$ cat src/rtl/mbw_params.svh
// Constants shared by both ends of the serial write link.
`ifndef MBW_PARAMS_SVH
`define MBW_PARAMS_SVH
// ==========================================================
// Function codes and coil force values
`define MBW_FC_COIL1 8'h05
`define MBW_FC_REG1 8'h06
`define MBW_FC_COILN 8'h0F
`define MBW_FC_REGN 8'h10
`define MBW_COIL_ON 16'hFF00
`define MBW_COIL_OFF 16'h0000
// ==========================================================
// Frame byte positions and lengths
`define MBW_POS_STN 5'd0
`define MBW_POS_FUNC 5'd1
`define MBW_POS_AHI 5'd2
`define MBW_POS_ALO 5'd3
`define MBW_POS_VHI 5'd4
`define MBW_POS_VLO 5'd5
`define MBW_POS_BC 5'd6
`define MBW_POS_DATA 8'd7
`define MBW_SINGLE_LEN 8'd8
`define MBW_MULTI_FIX 16'd9
`define MBW_RSP_BODY 4'd6
`define MBW_RSP_LEN 4'd8
`define MBW_PAYLOAD_MAX 16
// ==========================================================
// Storage sizes
`define MBW_FB_BYTES 32
`define MBW_NCOIL 64
`define MBW_COIL_AW 6
`define MBW_NREG 16
`define MBW_REG_AW 4
// ==========================================================
// Checksum and timing
`define MBW_CRC_INIT 16'hFFFF
`define MBW_CRC_POLY 16'hA001
`define MBW_CLK_MHZ 250
`define MBW_RSP_TIMEOUT_US 1000
`endif

$ cat src/rtl/mbw_pkg.sv
// Types and checksum function shared by both ends.
`include "mbw_params.svh"
package mbw_pkg;
  // ==========================================================
  // State encodings
  typedef enum logic [1:0] {
    DEV_RX = 2'b00,
    DEV_CHK = 2'b01,
    DEV_APPLY = 2'b10,
    DEV_TX = 2'b11
  } mbw_dev_st_type;

  typedef enum logic [1:0] {
    MST_IDLE = 2'b00,
    MST_SEND = 2'b01,
    MST_WAIT = 2'b10
  } mbw_mst_st_type;

  // ==========================================================
  // Frame checksum, one byte at a time, reflected polynomial.
  function automatic logic [15:0] mbw_crc_next(input logic [15:0] c, input logic [7:0] b);
    logic [15:0] r;
    r = c ^ {8'h00, b};
    for (int i = 0; i < 8; i++) begin
      if (r[0]) begin
        r = (r >> 1) ^ `MBW_CRC_POLY;
      end else begin
        r = r >> 1;
      end
    end
    return r;
  endfunction
endpackage

$ cat src/rtl/mbw_link_if.sv
// Byte-stream link between the master end and the write-handling slave end.
`timescale 1ns/1ns
`default_nettype none
interface mbw_link_if;
  logic req_valid;
  logic req_ready;
  logic [7:0] req_data;
  logic req_last;
  logic rsp_valid;
  logic rsp_ready;
  logic [7:0] rsp_data;
  logic rsp_last;

  modport dev (
    input req_valid, req_data, req_last, rsp_ready,
    output req_ready, rsp_valid, rsp_data, rsp_last
  );

  modport mst (
    output req_valid, req_data, req_last, rsp_ready,
    input req_ready, rsp_valid, rsp_data, rsp_last
  );
endinterface
`default_nettype wire

$ cat src/rtl/mbw_write_slave.sv
// Slave end: checks write requests, updates coils and holding registers, answers.
//
// Summary of operation
// - Code 05 carries coil address, force value.
// - FF00 sets coil, 0000 clears it.
// - Single coil force answered by echo.
// - Code 06 carries register address, value.
// - Single register preset answered by echo.
// - Code 0F carries start, count, bytes, data.
// - Eight coils per byte, count rounded up.
// - Multi coil answer: header, count, CRC.
// - Code 10 carries start, count, bytes, words.
// - Byte count doubles count; words ascend.
// - Multi register answer: header, count, CRC.
// - Wire address zero is first element.
// - Coil bits and register words are writable.
`timescale 1ns/1ns
`default_nettype none
`include "mbw_params.svh"
module mbw_write_slave
  import mbw_pkg::*;
(
  input wire logic core_clk,
  input wire logic rst,
  mbw_link_if.dev link,
  input wire logic [7:0] own_addr,
  output logic [`MBW_NCOIL-1:0] coil_area,
  output logic [`MBW_NREG*16-1:0] holding_register_area,
  output logic wr_done
);

  // ==========================================================
  // State
  typedef struct packed {
    mbw_dev_st_type st;
    logic [7:0] idx;
    logic ovf;
    logic [15:0] crc;
    logic [`MBW_FB_BYTES-1:0][7:0] fb;
    logic [7:0] k;
    logic [3:0] tidx;
    logic [`MBW_NCOIL-1:0] coil;
    logic [`MBW_NREG-1:0][15:0] hreg;
    logic done;
  } mbw_dev_state_type;

  mbw_dev_state_type q;
  mbw_dev_state_type d;

  logic [7:0] func;
  logic [15:0] addr_f;
  logic [15:0] val_f;
  logic [7:0] bc_f;
  logic [15:0] need_bc;
  logic len_ok;
  logic frame_ok;
  logic [15:0] elem;
  logic [7:0] bi;
  logic [7:0] bj;
  logic apply_last;

  // ==========================================================
  // Field decode of the stored request
  assign func = q.fb[`MBW_POS_FUNC];
  assign addr_f = {q.fb[`MBW_POS_AHI], q.fb[`MBW_POS_ALO]};
  assign val_f = {q.fb[`MBW_POS_VHI], q.fb[`MBW_POS_VLO]};
  assign bc_f = q.fb[`MBW_POS_BC];
  assign elem = addr_f + {8'h00, q.k};
  assign apply_last = ({8'h00, q.k} == (val_f - 16'd1));

  // Frame length and byte count must agree with the function code.
  always_comb begin
    need_bc = 16'h0000;
    len_ok = 1'b0;
    if (func == `MBW_FC_COIL1 || func == `MBW_FC_REG1) begin
      len_ok = (q.idx == `MBW_SINGLE_LEN);
    end else if (func == `MBW_FC_COILN || func == `MBW_FC_REGN) begin
      if (func == `MBW_FC_COILN) begin
        need_bc = (val_f + 16'd7) >> 3;
      end else begin
        need_bc = {val_f[14:0], 1'b0};
      end
      len_ok = (val_f != 16'h0000) && ({8'h00, bc_f} == need_bc) &&
               ({8'h00, q.idx} == (`MBW_MULTI_FIX + {8'h00, bc_f}));
    end
  end

  // A residual of zero over the whole frame, CRC included, means the CRC is good.
  assign frame_ok = !q.ovf && (q.crc == 16'h0000) && (q.fb[`MBW_POS_STN] == own_addr) && len_ok;

  // ==========================================================
  // Next state
  always_comb begin
    d = q;
    d.done = 1'b0;
    bi = 8'h00;
    bj = 8'h00;
    unique case (q.st)
      DEV_RX: begin
        if (link.req_valid) begin
          if (q.idx < 8'(`MBW_FB_BYTES)) begin
            d.fb[q.idx[4:0]] = link.req_data;
          end else begin
            d.ovf = 1'b1;
          end
          if (q.idx != 8'hFF) begin
            d.idx = q.idx + 8'd1;
          end
          d.crc = mbw_crc_next(q.crc, link.req_data);
          if (link.req_last) begin
            d.st = DEV_CHK;
          end
        end
      end
      DEV_CHK: begin
        d.k = 8'h00;
        d.tidx = 4'h0;
        d.crc = `MBW_CRC_INIT;
        if (frame_ok) begin
          d.st = DEV_APPLY;
        end else begin
          // Frames for another station or with a bad CRC are dropped silently.
          d.st = DEV_RX;
          d.idx = 8'h00;
          d.ovf = 1'b0;
        end
      end
      DEV_APPLY: begin
        d.st = DEV_TX;
        case (func)
          `MBW_FC_COIL1: begin
            if (addr_f < 16'(`MBW_NCOIL)) begin
              if (val_f == `MBW_COIL_ON) begin
                d.coil[addr_f[`MBW_COIL_AW-1:0]] = 1'b1;
              end else if (val_f == `MBW_COIL_OFF) begin
                d.coil[addr_f[`MBW_COIL_AW-1:0]] = 1'b0;
              end
            end
          end
          `MBW_FC_REG1: begin
            if (addr_f < 16'(`MBW_NREG)) begin
              d.hreg[addr_f[`MBW_REG_AW-1:0]] = val_f;
            end
          end
          `MBW_FC_COILN: begin
            // One coil per cycle; byte k/8, bit k%8 with the low bit first.
            bi = `MBW_POS_DATA + {3'b000, q.k[7:3]};
            if (elem < 16'(`MBW_NCOIL)) begin
              d.coil[elem[`MBW_COIL_AW-1:0]] = q.fb[bi[4:0]][q.k[2:0]];
            end
            d.k = q.k + 8'd1;
            if (!apply_last) begin
              d.st = DEV_APPLY;
            end
          end
          `MBW_FC_REGN: begin
            // One register per cycle, high byte first, ascending addresses.
            bi = `MBW_POS_DATA + {q.k[6:0], 1'b0};
            bj = bi + 8'd1;
            if (elem < 16'(`MBW_NREG)) begin
              d.hreg[elem[`MBW_REG_AW-1:0]] = {q.fb[bi[4:0]], q.fb[bj[4:0]]};
            end
            d.k = q.k + 8'd1;
            if (!apply_last) begin
              d.st = DEV_APPLY;
            end
          end
          default: begin
            d.st = DEV_TX;
          end
        endcase
      end
      DEV_TX: begin
        // The first six request bytes go back followed by a fresh CRC; for the
        // single writes this equals the received CRC, so the answer is an echo.
        if (link.rsp_ready) begin
          if (q.tidx < `MBW_RSP_BODY) begin
            d.crc = mbw_crc_next(q.crc, q.fb[{1'b0, q.tidx}]);
          end
          d.tidx = q.tidx + 4'h1;
          if (q.tidx == `MBW_RSP_LEN - 4'h1) begin
            d.st = DEV_RX;
            d.idx = 8'h00;
            d.ovf = 1'b0;
            d.crc = `MBW_CRC_INIT;
            d.done = 1'b1;
          end
        end
      end
    endcase
  end

  // ==========================================================
  // Registers
  always_ff @(posedge core_clk or posedge rst) begin
    if (rst) begin
      q <= '0;
      q.st <= DEV_RX;
      q.crc <= `MBW_CRC_INIT;
    end else begin
      q <= d;
    end
  end

  // ==========================================================
  // Outputs
  assign link.req_ready = (q.st == DEV_RX);
  assign link.rsp_valid = (q.st == DEV_TX);
  assign link.rsp_last = (q.st == DEV_TX) && (q.tidx == `MBW_RSP_LEN - 4'h1);

  always_comb begin
    if (q.tidx < `MBW_RSP_BODY) begin
      link.rsp_data = q.fb[{1'b0, q.tidx}];
    end else if (q.tidx == `MBW_RSP_BODY) begin
      link.rsp_data = q.crc[7:0];
    end else begin
      link.rsp_data = q.crc[15:8];
    end
  end

  assign coil_area = q.coil;
  assign holding_register_area = q.hreg;
  assign wr_done = q.done;

endmodule
`default_nettype wire

$ cat src/flat_wrapper.sv
// flat-port wrapper written by rule: the top's interface ports become plain ports
module mbw_write_slave_flat import mbw_pkg::*;
  (core_clk, rst, own_addr, coil_area, holding_register_area, wr_done, link_req_valid, link_req_data, link_req_last, link_rsp_ready, link_req_ready, link_rsp_valid, link_rsp_data, link_rsp_last);
  mbw_link_if link_i ();
  input wire logic core_clk;
  input wire logic rst;
  input wire logic [7:0] own_addr;
  output logic [`MBW_NCOIL-1:0] coil_area;
  output logic [`MBW_NREG*16-1:0] holding_register_area;
  output logic wr_done;
  input wire logic [$bits(link_i.req_valid)-1:0] link_req_valid;
  input wire logic [$bits(link_i.req_data)-1:0] link_req_data;
  input wire logic [$bits(link_i.req_last)-1:0] link_req_last;
  input wire logic [$bits(link_i.rsp_ready)-1:0] link_rsp_ready;
  output wire logic [$bits(link_i.req_ready)-1:0] link_req_ready;
  output wire logic [$bits(link_i.rsp_valid)-1:0] link_rsp_valid;
  output wire logic [$bits(link_i.rsp_data)-1:0] link_rsp_data;
  output wire logic [$bits(link_i.rsp_last)-1:0] link_rsp_last;
  assign link_i.req_valid = link_req_valid;
  assign link_i.req_data = link_req_data;
  assign link_i.req_last = link_req_last;
  assign link_i.rsp_ready = link_rsp_ready;
  assign link_req_ready = link_i.req_ready;
  assign link_rsp_valid = link_i.rsp_valid;
  assign link_rsp_data = link_i.rsp_data;
  assign link_rsp_last = link_i.rsp_last;
  mbw_write_slave u_core (.core_clk(core_clk), .rst(rst), .link(link_i), .own_addr(own_addr), .coil_area(coil_area), .holding_register_area(holding_register_area), .wr_done(wr_done));
endmodule
$ cat config.mk
export PLATFORM = sky130hd
export DESIGN_NAME = mbw_write_slave_flat
export DESIGN_NICKNAME = d
export VERILOG_FILES = /design/src/rtl/mbw_pkg.sv /design/src/rtl/mbw_link_if.sv /design/src/rtl/mbw_write_slave.sv /design/src/flat_wrapper.sv
export VERILOG_INCLUDE_DIRS = /design/src /design/src/rtl
export SDC_FILE = /design/constraint.sdc
export NUM_CORES = 2
export LEC_CHECK = 0
export BUFFER_PORTS_ARGS = -buffer_cell sky130_fd_sc_hd__buf_4
export CORE_MARGIN = 3
export CORE_UTILIZATION = 55
export CTS_CLUSTER_DIAMETER = 100
export CTS_CLUSTER_SIZE = 8
export DETAILED_ROUTE_END_ITERATION = 7
export PLACE_DENSITY = 0.82
export REMOVE_ABC_BUFFERS = 1
export SYNTH_ARGS = -nofsm -noshare
export SYNTH_HDL_FRONTEND = slang
export SYNTH_SLANG_ARGS = --single-unit
$ cat constraint.sdc
create_clock -name core_clk -period 25.7 [get_ports core_clk]
set_input_delay 7.71 -clock core_clk [delete_from_list [all_inputs] [get_ports core_clk]]
set_output_delay 7.71 -clock core_clk [all_outputs]
set_load 0.005 [all_outputs]
==> impl_metrics.yaml <==
placed_design:
  port-buffer-count: 352
  place_hpwl_um: 82800
  gp_congestion: 1.04
critical_path:
  crit_end: "link_rsp_data[1]"
  rr_worst_depth: 13
  cp.arrival_ns: 3.53
  critPathSlowestCell: "buf_4"
  r2r-end: "u_core.holding_register_area[237]"
  worstSetupPathType: "flip-flop to output pin"
  crit_path_start_kind: "flip-flop"
  worstPathCellList: "buf_4, mux4_2, or2_2, o2bb2ai_1, a22oi_1, o21ai_0, buf_4"
  crit_required_ns: 17.99
  slowest_delay_ns: 0.58
  r2r_slack_ns: 20.30
  cp.depth: 7
  startpoint: "u_core.q[321]"
  crit_path_max_fanout: 35
  cp-end-kind: "output pin"
  cp.buffers_inverters: 2
  critPathTopFamily: "buffers and inverters"
  r2r-start: "u_core.addr_f[0]"
  worst_path_most_repeated_cell: "buf_4"
yosys:
  yosysWarnings: 0
  async_flop_share_pct: 100
  synthCells: 3670
  synth_seq_cells: 616
  synth_seq_area_share_pct: 40.9
  mappedNetlistArea_mm2: 0.0378
  synth_cell_type_count: 81
  synth_ff_type: "dfrtp_1"
  synth_enable_flop_cells: 0
  synth_area_per_cell_um2: 10.3
grt:
  grt_usage_pct: 35.2
  grt_pass1_wl_um: 192000
  grt_start_max_net_pins: 146
  overflow: 0
  antenna_found_initial: 2
  first_global_vias: 30800
cts:
  cts_tree: "done"
  ctsResizeCount: 0
  clock_tree.buffer_depth: 3
  postCtsSetupBuffers: 0
  hold_buffers: 0
  numClockSinks: 616
  cts_buffers: 86
  htree_levels: 3
  cts.clk_slew.worst_paths_ns: 0.05
  clock_latency_ns: 0.68
  cts_root_buffer: "clkbuf_16"
layout:
  drive_above_1_share_pct: 28.7
  multi_input_area_mm2: 0.0185
  fin_util_pct: 60.3
  area_delta_synth_final_pct: 8.04
  regArea_mm2: 0.0154
  final_nets: 3574
  fillers: 5254
die:
  rows: 95
  coreArea_mm2: 0.0676
  dieArea_mm2: 0.0718
  ioPinCount: 353
  fp.dieW_um: 268
  start_util_pct: 55.8
  die_h_um: 268
power:
  p_leak_nw: 17.2
  ir_drop_mv: 0.0565
  power.density_mw_per_mm2: 67.2
drt:
  antenna_left: 0
  routedWlPerCell_um: 29.0
  vias: 32100
  drc_errors: 31
  viasPerCell: 7.24
  drtIter0Drc: 5481
  drt_first_pass_iters: 8
  wl_um: 129000
sta:
  slew_headroom_pct: 9.29
  finalHoldViolations: 0
  setup_viol: 0
  maxSlewViolCount: 0
  max_freq_mhz: 89.0
  tns_ns: 0
  finalCriticalPeriod_ns: 11.24
  fin_skew_ns: 0.0521
  worst_pin_slew_ns: 1.36
  rsz0062_at_grt: "false"
  finalCritPeriodShare_pct: 43.7
min_path:
  hp-class: "flip-flop to flip-flop"
run_status:
  violations: "design-rule violations"
  status: "finished with violations"
flow_run:
  cap_viol_max_count: 0
-- cells by family (layout without fill, tap and decap cells) --
group / count (synthesis) / after routing / synth area share [%]
multiplexers: 479 / 479 / 19.4
XOR/XNOR: 109 / 109 / 2.60
flip-flops: 616 / 616 / 40.9
adder cells (fa/ha/maj): 21 / 21 / 0.716
AND/OR/NAND/NOR: 870 / 870 / 10.7
buffers and inverters: 686 / 570 / 10.3
other: 0 / 3 / 0
AO/OA/AOI/OAI: 889 / 889 / 15.4
-- per-stage QoR --
step	std cells	hold WS (ns)	power [W]	instance area, µm²	setup slack (ns)
after floorplan	3013	0.473	0.00151	34000	0.768
after CTS	4427	0.482	0.00273	40800	14.46
after global routing	4427	0.502	0.00284	40800	14.29
after detailed placement	4317	0.472	0.00170	38400	14.64
after global placement	4317	0.463	0.00169	38400	14.69
final	4430	0.477	0.00274	40800	14.46
-- worst min-delay path by stage --
stage                                            startpoint                                end  slack [ns]  cells past startpoint
after detailed placement  u_core.holding_register_area[194]  u_core.holding_register_area[194]        0.47                      2
final                     u_core.holding_register_area[222]  u_core.holding_register_area[222]        0.48                      2
after floorplan             u_core.holding_register_area[0]    u_core.holding_register_area[0]        0.47                      2
after CTS                 u_core.holding_register_area[194]  u_core.holding_register_area[194]        0.48                      2
after global placement    u_core.holding_register_area[198]  u_core.holding_register_area[198]        0.46                      2
after global routing      u_core.holding_register_area[184]  u_core.holding_register_area[184]        0.50                      2
-- tightest hold or removal path: stages (launching register included) --
cell and delay (ns):
dfrtp_1 0.34, nand2_1 0.04, o21ai_0 0.06
-- where the power goes --
part	switching, W	leakage [nW]	internal, W
clock	0.000437	1.15	0.000605
sequential	0.0000799	8.53	0.00102
combinational	0.000352	7.53	0.000253
-- cell usage in the layout (no fill, tap or decap), drive strengths merged, types with 94 or more instances in the layout --
cell,n
a22oi,265
buf,431
clkbuf,103
dfrtp,600
mux2,270
mux4,176
nand2,418
nand3,94
nor2,126
o21ai,374
-- cell type report --
| class | instances | share of cell area [%] |
|---|---|---|
| repair buffers | 431 | 7.93 |
| inverters | 29 | 0.285 |
| well taps | 873 | 2.68 |
| diodes | 3 | 0.0184 |
| flip-flops and latches | 616 | 37.9 |
| clock buffers | 103 | 5.43 |
| clock inverters | 7 | 0.433 |
| multi-input cells | 2368 | 45.4 |
-- synth_stat cells (32+ instances only) --
cell type	count	area, µm²
nor3_1	37	185
nand4_1	38	238
o211ai_1	36	270
xnor2_1	70	613
a21oi_1	52	260
xor2_1	36	315
nand3_1	94	470
o21ai_0	362	1810
clkbuf_1	274	1030
mux2i_1	33	330
mux2_2	270	3040
mux4_2	176	3960
or4_1	50	375
nand2_1	418	1570
dfrtp_1	600	15000
nor2_1	126	473
o32ai_1	32	280
a22oi_1	265	1990
buf_4	330	2480
-- routing by layer --
metal | track usage [%] | vias up | wire length [µm]
met5 | 0 | - | 65
met4 | 24.0 | 4 | 10900
met2 | 52.0 | 2773 | 56000
met3 | 12.6 | 782 | 18300
li1 | - | 12900 | -
met1 | 43.5 | 15600 | 43400
No activity file was read; power rests on OpenSTA's default activity.
